`src/logic/sdms_pkg.sv`:
```
/*
 * constants, types and decode helpers for the special drive mode selector.
 * assumes one 125 MHz clock, a 12-bit analog sample spanning 0..10 V,
 * and the remaining drive logic consuming the selected mode and setpoints.
 */
package sdms_pkg;

   // ************************************************************
   // register map, byte addresses of 32-bit words
   // ************************************************************
   localparam logic [7:0] REG_CTRL = 8'h00;
   localparam logic [7:0] REG_OPMODE = 8'h04;
   localparam logic [7:0] REG_CTLWORD = 8'h08;
   localparam logic [7:0] REG_TVEL = 8'h0C;
   localparam logic [7:0] REG_SCALE_NUM = 8'h10;
   localparam logic [7:0] REG_SCALE_DEN = 8'h14;
   localparam logic [7:0] REG_STATUS = 8'h18;
   localparam logic [7:0] REG_AS_RES = 8'h1C;
   localparam logic [7:0] REG_AS_IND = 8'h20;
   localparam int CTRL_SPECIAL_BIT = 0;
   localparam int CTRL_RESTART_BIT = 1;
   localparam logic [15:0] SCALE_RST = 16'h0001;

   // ************************************************************
   // object values
   // ************************************************************
   localparam logic [7:0] OPM_VEL = 8'h02;
   localparam logic [7:0] OPM_CLKDIR = 8'h80; // arbitrary internal code
   localparam logic [15:0] CW_ENABLE = 16'h000F;
   localparam logic [15:0] CW_STOP = 16'h0006;
   localparam logic [7:0] STORE_DRIVE = 8'h05;
   localparam logic [7:0] STORE_TUNING = 8'h06;
   localparam logic [3:0] SW_SHIP = 4'h1;
   localparam logic [1:0] RESTART_WAIT = 2'h3;

   // ************************************************************
   // analog scaling
   // ************************************************************
   localparam int ADC_STEPS = 4096;
   localparam int ADC_FS_MV = 10000;
   localparam int DEAD_MV = 20;
   localparam logic [11:0] DEAD_CNT = 12'((DEAD_MV * ADC_STEPS) / ADC_FS_MV);
   localparam logic [11:0] ADC_MAX = 12'hFFF;
   localparam logic [11:0] ADC_MID = 12'h800;
   localparam logic [31:0] RPM_HI = 32'h0000_03E8;
   localparam logic [31:0] RPM_LO = 32'h0000_0064;
   localparam logic signed [15:0] RPM_TEST = 16'sh001E;

   typedef enum logic [1:0] {SDMS_STEP, SDMS_TEST, SDMS_ANALOG, SDMS_JOY} sdms_mode_t;
   typedef enum logic {SDMS_PWR_OFF, SDMS_PWR_ON} sdms_pwr_t;
   typedef enum logic [1:0] {SDMS_ST_IDLE, SDMS_ST_TUNE} sdms_store_t;

   // switch code bits 2:1 pick the family, bit 3 the loop
   function automatic sdms_mode_t code_mode(input logic [3:0] code);
      case (code[2:1])
         2'h0: code_mode = SDMS_STEP;
         2'h1: code_mode = SDMS_TEST;
         2'h2: code_mode = SDMS_ANALOG;
         default: code_mode = SDMS_JOY;
      endcase
   endfunction

endpackage

```
`src/logic/sdms_scale.sv`:
```
/*
 * analog voltage to signed speed in rpm, one cycle of latency.
 * assumes a synchronised 12-bit sample and a stable mode selection.
 */
module sdms_scale (
   // clock and reset
   input wire logic sys_clk_i,
   input wire logic srst_i,
   // sample and selection
   input wire logic [11:0] adc_i,
   input wire logic dir_i,
   input wire logic joy_i,
   input wire logic hi_range_i,
   input wire logic [15:0] num_i,
   input wire logic [15:0] den_i,
   // result
   output logic signed [15:0] vel_o
);

   logic signed [12:0] diff;
   logic [11:0] mag;
   logic [11:0] span;
   logic [31:0] fs;
   logic [31:0] raw;
   logic [31:0] den;
   logic [31:0] scaled;
   logic [14:0] sat;
   logic neg;
   logic dead;

   // joystick measures from the midpoint, normal from zero
   assign diff = signed'({1'b0, adc_i}) - signed'({1'b0, sdms_pkg::ADC_MID});
   assign mag = joy_i ? (diff < 0 ? 12'(-diff) : 12'(diff)) : adc_i;
   assign span = joy_i ? sdms_pkg::ADC_MID : sdms_pkg::ADC_MAX;
   assign dead = mag <= sdms_pkg::DEAD_CNT;
   // idle direction pin reads low, giving positive clockwise speed
   assign neg = joy_i ? (diff < 0) : dir_i;
   // base range then user factor; zero denominator treated as one
   assign fs = hi_range_i ? sdms_pkg::RPM_HI : sdms_pkg::RPM_LO;
   assign raw = (32'(mag) * fs) / 32'(span);
   assign den = (den_i == 16'h0000) ? 32'h0000_0001 : 32'(den_i);
   assign scaled = (raw * 32'(num_i)) / den;
   assign sat = (scaled > 32'h0000_7FFF) ? 15'h7FFF : scaled[14:0];

   // registered result keeps the divider path off the outputs
   always_ff @(posedge sys_clk_i)
   begin
      if (srst_i || dead)
         vel_o <= 16'sh0000;
      else
         vel_o <= neg ? -signed'({1'b0, sat}) : signed'({1'b0, sat});
   end

endmodule

```
`src/logic/sdms_sync.sv`:
```
/*
 * two-stage synchroniser for a bundle of pin levels.
 * assumes each bit is a slow level; no bus coherence is promised.
 */
module sdms_sync #(
   parameter int W = 1
) (
   // clock and reset
   input wire logic sys_clk_i,
   input wire logic srst_i,
   // pins
   input wire logic [W-1:0] pin_i,
   output logic [W-1:0] sync_o
);

   logic [W-1:0] meta_reg;

   // first stage feeds only the second
   always_ff @(posedge sys_clk_i)
   begin
      if (srst_i)
      begin
         meta_reg <= '0;
         sync_o <= '0;
      end
      else
      begin
         meta_reg <= pin_i;
         sync_o <= meta_reg;
      end
   end

endmodule

```
`src/logic/sdms_top.sv`:
```
/*
 * special drive mode selector: restart-time capture of switches and
 * configuration, power state from enable pin or control word, setpoint
 * generation and auto setup parameter storage requests.
 * assumes motor loops, power stage and non-volatile storage sit outside.
 */
// The implementer's own choices: strobed register access and the register addresses.
module sdms_top (
   // clock and reset
   input wire logic sys_clk_i,
   input wire logic srst_i,
   // register port
   input wire logic [7:0] addr_i,
   input wire logic [31:0] wdata_i,
   input wire logic wr_i,
   input wire logic rd_i,
   output logic [31:0] rdata_o,
   // pins
   input wire logic enable_pin_i,
   input wire logic clock_pin_i,
   input wire logic dir_pin_i,
   input wire logic [11:0] adc_i,
   input wire logic [3:0] low_digit_rotary_switch_i,
   input wire logic [3:0] high_digit_rotary_switch_i,
   input wire logic cfg_special_i,
   // auto setup results
   input wire logic as_done_i,
   input wire logic [15:0] as_res_i,
   input wire logic [15:0] as_ind_i,
   // drive control
   output logic [7:0] op_mode_o,
   output logic drive_en_o,
   output logic closed_loop_o,
   output logic signed [15:0] target_vel_o,
   output logic step_o,
   output logic step_dir_o,
   output logic [7:0] node_id_o,
   // storage requests
   output logic store_req_o,
   output logic [7:0] store_cat_o
);

   // ************************************************************
   // pin synchronisation
   // ************************************************************
   logic [2:0] pins_s;
   logic [7:0] sw_s;
   logic [11:0] adc_s;
   logic en_s;

   sdms_sync #(.W(23)) u_sync (
      .sys_clk_i(sys_clk_i),
      .srst_i(srst_i),
      .pin_i({enable_pin_i, clock_pin_i, dir_pin_i, high_digit_rotary_switch_i,
         low_digit_rotary_switch_i, adc_i}),
      .sync_o({pins_s, sw_s, adc_s})
   );
   assign en_s = pins_s[2];

   // ************************************************************
   // registers
   // ************************************************************
   logic ctl_special_reg, coord_bad_reg, special_reg, stored_reg;
   logic [7:0] opm_reg;
   logic [15:0] cw_reg, num_reg, den_reg, as_res_reg, as_ind_reg;
   logic signed [15:0] tvel_reg;
   logic [3:0] code_reg;
   logic [1:0] pend_reg;
   sdms_pkg::sdms_pwr_t pwr_reg, pwr_next;
   sdms_pkg::sdms_store_t st_reg;

   logic wr_ctrl, wr_opm, wr_cw, wr_tv, wr_num, wr_den;
   logic restart_req, capture, mode_analog;
   sdms_pkg::sdms_mode_t mode;
   logic signed [15:0] ana_vel, tgt_next;
   logic [7:0] opm_next;
   logic [31:0] status, rd_mux;

   // write decode
   assign wr_ctrl = wr_i && (addr_i == sdms_pkg::REG_CTRL);
   assign wr_opm = wr_i && (addr_i == sdms_pkg::REG_OPMODE);
   assign wr_cw = wr_i && (addr_i == sdms_pkg::REG_CTLWORD);
   assign wr_tv = wr_i && (addr_i == sdms_pkg::REG_TVEL);
   assign wr_num = wr_i && (addr_i == sdms_pkg::REG_SCALE_NUM);
   assign wr_den = wr_i && (addr_i == sdms_pkg::REG_SCALE_DEN);
   assign restart_req = wr_ctrl && wdata_i[sdms_pkg::CTRL_RESTART_BIT];

   // software registers; a soft restart keeps all but the CTRL special bit, which its own write reloads; srst clears them and sets both scale factors to one
   always_ff @(posedge sys_clk_i)
   begin
      if (srst_i)
      begin
         ctl_special_reg <= 1'b0;
         opm_reg <= 8'h00;
         cw_reg <= 16'h0000;
         tvel_reg <= 16'sh0000;
         num_reg <= sdms_pkg::SCALE_RST;
         den_reg <= sdms_pkg::SCALE_RST;
      end
      else
      begin
         if (wr_ctrl)
            ctl_special_reg <= wdata_i[sdms_pkg::CTRL_SPECIAL_BIT];
         if (wr_opm)
            opm_reg <= wdata_i[7:0];
         if (wr_cw)
            cw_reg <= wdata_i[15:0];
         if (wr_tv)
            tvel_reg <= signed'(wdata_i[15:0]);
         if (wr_num)
            num_reg <= wdata_i[15:0];
         if (wr_den)
            den_reg <= wdata_i[15:0];
      end
   end

   // ************************************************************
   // restart-time capture
   // ************************************************************
   // wait for the synchroniser to fill before sampling the switches
   assign capture = (pend_reg == 2'h1);

   always_ff @(posedge sys_clk_i)
   begin
      if (srst_i)
      begin
         pend_reg <= sdms_pkg::RESTART_WAIT;
         code_reg <= sdms_pkg::SW_SHIP;
         special_reg <= 1'b0;
         node_id_o <= 8'h00;
      end
      else
      begin
         if (restart_req)
            pend_reg <= sdms_pkg::RESTART_WAIT;
         else if (pend_reg != 2'h0)
            pend_reg <= pend_reg - 2'h1;
         // values frozen between restarts, never taken while running
         if (capture)
         begin
            code_reg <= sw_s[3:0];
            special_reg <= cfg_special_i | ctl_special_reg;
            node_id_o <= sw_s;
         end
      end
   end

   // ************************************************************
   // mode decode and power state
   // ************************************************************
   assign mode = sdms_pkg::code_mode(code_reg);
   assign mode_analog = (mode == sdms_pkg::SDMS_ANALOG) || (mode == sdms_pkg::SDMS_JOY);

   // enable pin owns the state in special modes; control word otherwise
   assign pwr_next = (coord_bad_reg || capture) ? sdms_pkg::SDMS_PWR_OFF :
      special_reg ? (en_s ? sdms_pkg::SDMS_PWR_ON : sdms_pkg::SDMS_PWR_OFF) :
      (wr_cw && wdata_i[15:0] == sdms_pkg::CW_ENABLE) ? sdms_pkg::SDMS_PWR_ON :
      (wr_cw && wdata_i[15:0] == sdms_pkg::CW_STOP) ? sdms_pkg::SDMS_PWR_OFF : pwr_reg;

   sdms_scale u_scale (
      .sys_clk_i(sys_clk_i),
      .srst_i(srst_i),
      .adc_i(adc_s),
      .dir_i(pins_s[0]),
      .joy_i(mode == sdms_pkg::SDMS_JOY),
      .hi_range_i(!code_reg[0]),
      .num_i(num_reg),
      .den_i(den_reg),
      .vel_o(ana_vel)
   );

   // setpoint and internal operating mode; software values pass when special is off
   assign tgt_next = !special_reg ? tvel_reg :
      (mode == sdms_pkg::SDMS_STEP) ? 16'sh0000 :
      (mode == sdms_pkg::SDMS_TEST) ? (code_reg[0] ? -sdms_pkg::RPM_TEST : sdms_pkg::RPM_TEST) :
      ana_vel;
   assign opm_next = !special_reg ? opm_reg :
      (mode == sdms_pkg::SDMS_STEP) ? sdms_pkg::OPM_CLKDIR : sdms_pkg::OPM_VEL;

   // drive outputs; nothing moves while disabled
   always_ff @(posedge sys_clk_i)
   begin
      if (srst_i)
      begin
         pwr_reg <= sdms_pkg::SDMS_PWR_OFF;
         op_mode_o <= 8'h00;
         drive_en_o <= 1'b0;
         closed_loop_o <= 1'b0;
         target_vel_o <= 16'sh0000;
         step_o <= 1'b0;
         step_dir_o <= 1'b0;
      end
      else
      begin
         pwr_reg <= pwr_next;
         op_mode_o <= opm_next;
         drive_en_o <= (pwr_reg == sdms_pkg::SDMS_PWR_ON);
         closed_loop_o <= code_reg[3];
         target_vel_o <= (pwr_reg == sdms_pkg::SDMS_PWR_ON) ? tgt_next : 16'sh0000;
         step_o <= special_reg && (mode == sdms_pkg::SDMS_STEP) &&
            (pwr_reg == sdms_pkg::SDMS_PWR_ON) && pins_s[1];
         step_dir_o <= pins_s[0];
      end
   end

   // ************************************************************
   // auto setup storage
   // ************************************************************
   // results copied, then drive and tuning categories stored in turn
   always_ff @(posedge sys_clk_i)
   begin
      if (srst_i)
      begin
         st_reg <= sdms_pkg::SDMS_ST_IDLE;
         store_req_o <= 1'b0;
         store_cat_o <= 8'h00;
         as_res_reg <= 16'h0000;
         as_ind_reg <= 16'h0000;
         stored_reg <= 1'b0;
         coord_bad_reg <= 1'b0;
      end
      else
      begin
         store_req_o <= 1'b0;
         case (st_reg)
            sdms_pkg::SDMS_ST_IDLE:
               if (as_done_i)
               begin
                  as_res_reg <= as_res_i;
                  as_ind_reg <= as_ind_i;
                  store_req_o <= 1'b1;
                  store_cat_o <= sdms_pkg::STORE_DRIVE;
                  st_reg <= sdms_pkg::SDMS_ST_TUNE;
               end
            sdms_pkg::SDMS_ST_TUNE:
            begin
               store_req_o <= 1'b1;
               store_cat_o <= sdms_pkg::STORE_TUNING;
               stored_reg <= 1'b1;
               st_reg <= sdms_pkg::SDMS_ST_IDLE;
            end
            default:
               st_reg <= sdms_pkg::SDMS_ST_IDLE;
         endcase
         // coordinates stay invalid until the next restart; set wins
         if (as_done_i)
            coord_bad_reg <= 1'b1;
         else if (capture)
            coord_bad_reg <= 1'b0;
      end
   end

   // ************************************************************
   // read port
   // ************************************************************
   assign status = {16'h0000, 3'h0, stored_reg, coord_bad_reg, special_reg,
      pwr_reg == sdms_pkg::SDMS_PWR_ON, code_reg[3], node_id_o};
   assign rd_mux = (addr_i == sdms_pkg::REG_CTRL) ? {31'h0, ctl_special_reg} :
      (addr_i == sdms_pkg::REG_OPMODE) ? {24'h0, opm_reg} :
      (addr_i == sdms_pkg::REG_CTLWORD) ? {16'h0, cw_reg} :
      (addr_i == sdms_pkg::REG_TVEL) ? {16'h0, target_vel_o} :
      (addr_i == sdms_pkg::REG_SCALE_NUM) ? {16'h0, num_reg} :
      (addr_i == sdms_pkg::REG_SCALE_DEN) ? {16'h0, den_reg} :
      (addr_i == sdms_pkg::REG_STATUS) ? status :
      (addr_i == sdms_pkg::REG_AS_RES) ? {16'h0, as_res_reg} :
      (addr_i == sdms_pkg::REG_AS_IND) ? {16'h0, as_ind_reg} : 32'h0000_0000;

   // data valid only in the cycle after the strobe
   always_ff @(posedge sys_clk_i)
   begin
      if (srst_i || !rd_i)
         rdata_o <= 32'h0000_0000;
      else
         rdata_o <= rd_mux;
   end
endmodule

```
`config.mk`:
```
export PLATFORM = sky130hd
export DESIGN_NAME = sdms_top
export DESIGN_NICKNAME = d
export VERILOG_FILES = /design/src/logic/sdms_pkg.sv /design/src/logic/sdms_scale.sv /design/src/logic/sdms_sync.sv /design/src/logic/sdms_top.sv
export SDC_FILE = /design/constraint.sdc
export NUM_CORES = 2
export LEC_CHECK = 0
export BUFFER_PORTS_ARGS = -buffer_cell sky130_fd_sc_hd__buf_4
export CAP_MARGIN = 20
export CORE_UTILIZATION = 60
export CTS_CLUSTER_SIZE = 12
export DETAILED_ROUTE_END_ITERATION = 10
export HOLD_SLACK_MARGIN = 0.1
export PLACE_DENSITY = 0.78
export SLEW_MARGIN = 20
export SYNTH_ARGS = -nofsm -noshare
export SYNTH_HDL_FRONTEND = slang
export SYNTH_SLANG_ARGS = --single-unit
export TNS_END_PERCENT = 5
```
`constraint.sdc`:
```
create_clock -name sys_clk_i -period 258.2 [get_ports sys_clk_i]
set_clock_uncertainty 0.2 [all_clocks]
set_input_delay 12.91 -clock sys_clk_i [delete_from_list [all_inputs] [get_ports sys_clk_i]]
set_output_delay 12.91 -clock sys_clk_i [all_outputs]
set_load 0.01 [all_outputs]
```
Yosys cells after proc, flatten, opt, wreduce, memory -nomap -nowiden
Index checks and enable logic that the tools add are counted.
{"block": "totals", "regBits": 255, "inputBits": 101, "output_inout_bits": 77, "elab_cells": 132}
{"block": "op_classes", "addsub": 4, "mul": 2, "div_mod_pow": 2, "n_lt_le_gt_ge": 3, "n_eq_ne": 16, "n_mux": 34, "n_bitwise": 4, "reduce_logical": 35}
{"cell": "$mux W16", "n": 12}
{"cell": "$div A32 B12 Y32", "n": 1}
{"cell": "$div A32 B32 Y32", "n": 1}
{"cell": "$eq A8 B5 Y1 const B", "n": 4}
{"cell": "$gt A32 B15 Y1 const B", "n": 1}
{"cell": "$mul A12 B32 Y32", "n": 1}
{"cell": "$mul A32 B16 Y32", "n": 1}
{"cell": "$mux W8", "n": 4}
{"cell": "$mux W15", "n": 2}
{"cell": "$mux W12", "n": 2}
{"cell": "$eq A16 B3 Y1 const B", "n": 1}
{"cell": "$eq A16 B4 Y1 const B", "n": 1}
{"cell": "$eq A8 B4 Y1 const B", "n": 2}
{"cell": "$logic_not A16 Y1", "n": 1}
{"cell": "$neg A15 Y16", "n": 1}
{"cell": "$pmux W8 S2", "n": 1}
{"cell": "$lt A13 B1 Y1 const B", "n": 1}
{"cell": "$sub A12 B12 Y13 const B", "n": 1}
{"cell": "$le A12 B4 Y1 const B", "n": 1}
{"cell": "$logic_and A1 B1 Y1", "n": 12}
{"cell": "$neg A12 Y12", "n": 1}
{"cell": "$reduce_or A2 Y1", "n": 6}
{"cell": "$mux W11", "n": 1}
{"cell": "$mux W10", "n": 1}
{"cell": "20 further kinds", "n": 40}

Depth between registers and ports, before layout
{"block": "depth", "depth_word": 12, "ltp_mapped": 865, "mapped_depth_nobuf": 789}

Cells and area by module
A second synthesis with hierarchy kept.
{"block": "unflattened", "hier_cells": 6314, "area_unflattened_um2": 46950.0}
{"module": "sdms_scale", "n_inst": 1, "cells_per_inst": 5390, "area_each_um2": 38698.4, "seq_area_each_um2": 320.3}
{"module": "sdms_top", "n_inst": 1, "cells_per_inst": 828, "area_each_um2": 7021.7, "seq_area_each_um2": 3383.2}
{"module": "sdms_sync", "n_inst": 1, "cells_per_inst": 96, "area_each_um2": 1229.9, "seq_area_each_um2": 920.9}

Worst setup path before layout
No wires, ideal clock.
{"block": "synth_path", "path_type": "register to register", "startpoint": "register node_id_o[1] (netlist name)", "endpoint": "register u_scale.vel_o[8]", "setup_ps": 71, "arrival_time_ps": 156296, "required_ps": 257929, "slack_ps": 101634, "path_stages_with_launch": 836, "path_buffers": 81, "period_less_slack_ps": 156566, "cell_sequence": "dfxtp_1 -> and2_1 -> clkbuf_1 -> buf_6 -> nand2b_1 -> clkbuf_1 -> a31oi_1 -> xor2_1 -> clkinv_1 -> xnor2_1 -> nor2_1 -> ha_1 -> a31o_2 -> fa_1 -> fa_1 -> inv_1 -> fa_1 -> inv_1 -> (+800 left out) -> a21oi_1 -> nor2b_1 -> o21ai_0 -> nand2b_1 -> a21oi_1 -> nor2b_1 -> o21ai_0 -> nand2b_1 -> a21oi_1 -> o2111a_1 -> and2_1 -> nand3_1 -> a21oi_1 -> ha_1 -> and3_1 -> a21oi_1 -> or2_2 -> a21oi_1"}
{"item": "to (signal assigned)", "line": "sdms_scale.sv:51", "source": "vel_o <= neg ? -signed'({1'b0, sat}) : signed'({1'b0, sat});"}
{"item": "to (decl)", "line": "sdms_scale.sv:17", "source": "output logic signed [15:0] vel_o"}

==> results.json <==
{
  "die_area_um2": 82700,
  "hold_buffers": 0,
  "post_drt_wl_per_cell_um": 17.9,
  "gr-usage-all-layers_pct": 32.3,
  "setup_viol": 0,
  "pin_count": 178,
  "cts-buffers-inserted": 25,
  "synth-seq-area-share_pct": 9.45,
  "ys_types": 166,
  "max_freq_mhz": 5.87,
  "drt_iter0_markers": 3089,
  "overflow": 0,
  "area.growth.synth_to_final_pct": 5.10,
  "worstSetupEndpointType": "flop",
  "cap_violations": 0,
  "synth_top_cell_area_share_pct": 18.4,
  "die_height_um": 288,
  "rows": 104,
  "core_area_um2": 80500,
  "cts_resized": 0,
  "maxSlewViolCount": 0,
  "drive_gt1_share_pct": 9.02,
  "cp-start-kind": "flop",
  "via_per_inst": 6.30,
  "cp.arrival_ns": 170.70,
  "pre_cts_ws_ns": 90.32,
  "yosysTopAreaCell": "ha_1",
  "numPortBuffers": 140,
  "max_slew.worst_pin.slew_ns": 1.15,
  "grt_max_degree": 100,
  "syn_inst": 6545,
  "tns_ns": 0,
  "worstSetupPathType": "reg2reg",
  "htree_levels": 1,
  "start_util_pct": 60.7,
  "routed_wl_um": 136000,
  "grt_pass1_wl_um": 224000,
  "cpPeakStageDelay_ns": 0.74,
  "status": "finished, final reports clean",
  "rsz0062_at_grt": "no",
  "slowest_stage": "a2111oi_2",
  "clock-sinks": 231,
  "post-cts-setup-buffers": 0,
  "dr.pass1.iters": 8,
  "synthFlopType": "dfxtp_1",
  "hp-class": "reg2reg",
  "ys_ff_latch": 231,
  "worst_slack_ns": 87.76,
  "path_clk_slew_ns": 0.07,
  "netlist_area_um2": 48900,
  "gp_congestion": 0.943,
  "worstPathRequired_ns": 258.46,
  "grt_pass1_vias": 45671,
  "die_w_um": 288,
  "crit_path_frequent_cell": "o21a_1",
  "synth_common_cells": "822 x nand2_1, 720 x ha_1, 517 x nor2_1, 474 x a21oi_1, 411 x nor3_1",
  "clk_latency_ns": 0.55,
  "crit_fanout": 38,
  "ant_nets": 0,
  "dp_hpwl_um": 109000,
  "cts_buffer_depth": 3,
  "avgSynthCellArea_um2": 7.47,
  "finalCriticalPeriod_ns": 170.44,
  "grt_antenna_before_repair": 3,
  "nets": 7568,
  "synthArstFlopShare_pct": 0,
  "cts_tree": "built",
  "yosysMostFrequentCell": "nand2_1",
  "synth_edf_count": 0,
  "yosys_warnings": 0,
  "timing.final.crit_share_pct": 66.0,
  "drc": 0,
  "max-slew-margin-rel_pct": 23.4,
  "vias": 48020,
  "cts_root_buffer": "clkbuf_16",
  "hold_violations": 0,
  "synthTopCellsByArea": "ha_1 18%, dfxtp_1 9.5%, fa_1 8.1%"
}
[final cells by class]
cell class | count | area, um2
multi-input combinational | 5678 | 41600
fill | 7211 | 29100
sequential | 231 | 4620
timing repair buffer | 212 | 1600
inverter | 402 | 1510
tap | 1060 | 1330
clock buffer | 35 | 683
clock inverter | 5 | 73.8
antenna | 1 | 2.50
[placed cells by master, fill, tap and decap left out, types with 53 or more instances in the layout]
cell type	synthesis	layout
nor3_1	411	405
nor2_1	517	514
ha_1	720	720
a21o_1	110	110
inv_1	397	397
a21oi_1	474	473
o21a_1	397	397
dfxtp_1	231	231
and3_1	59	59
and2_1	113	112
o31ai_1	170	170
fa_1	197	197
nand3_1	94	94
nor2b_1	95	95
or3_1	53	53
mux2_2	80	80
buf_4	45	211
xor2_1	68	68
or2_2	81	81
mux2i_1	56	56
xnor2_1	138	138
nand2_1	822	822
o21ai_0	245	241
[path summary, 6_finish.rpt]
path                                               startpoint                     endpoint  slack (ns)  depth (start not counted)
worst max register to register      node_id_o[1]$_SDFFE_PP0P_  u_scale.vel_o[8]$_SDFF_PP0_       87.76                        775
worst max-delay path                node_id_o[1]$_SDFFE_PP0P_  u_scale.vel_o[8]$_SDFF_PP0_       87.76                        933
worst min register to register  u_sync.meta_reg[2]$_SDFF_PP0_  u_sync.sync_o[2]$_SDFF_PP0_        0.23                          1
worst min-delay path            u_sync.meta_reg[2]$_SDFF_PP0_  u_sync.sync_o[2]$_SDFF_PP0_        0.23                          1
[critical path: cells and delay by family, from the launching register on]
kind / cells / cell delay [ns]
adders and majority gates: 66 / 21.38
AOI/OAI and AO/OA: 621 / 129.42
DFF: 1 / 0.57
xor gates and xnor gates: 1 / 0.60
buffers and inverters: 45 / 8.14
and+or+nand+nor: 197 / 43.76
muxes: 3 / 0.87
[per-layer routing]
layer  vias up  global-route usage, %  share of wire, %
li1      23601                      -                 -
met3       353                   2.96               5.9
met2      1467                   57.3                48
met4         2                   12.3               4.1
met1     22597                   40.2                42
met5         -                      0            0.0044
[cell families (layout without fill, tap and decap cells)]
kind of cell / count (synthesis) / after routing / share of synthesized area [%]
compound gates: 1869 / 1869 / 26.2
xor+xnor: 208 / 208 / 3.78
fa+ha+maj: 918 / 918 / 26.5
buf+inv: 666 / 654 / 5.93
flops: 231 / 231 / 9.45
mux: 149 / 149 / 3.35
other cells: 2 / 33 / 0.0154
simple gates: 2502 / 2502 / 24.7
[through the flow]
step / util [%] / std cells / hold slack (ns) / instance area, um2
after floorplan: - / 6575 / 0.214 / 49000
after global placement: 62.9 / 7583 / 0.215 / 50600
after detailed placement: 62.9 / 7583 / 0.223 / 50600
after CTS: 63.8 / 7623 / 0.231 / 51400
after global routing: 63.8 / 7624 / 0.238 / 51400
final: 63.8 / 7624 / 0.227 / 51400
Power is not shown: default switching activity piles up to over one toggle a cycle in this logic, so the estimate is an artifact.
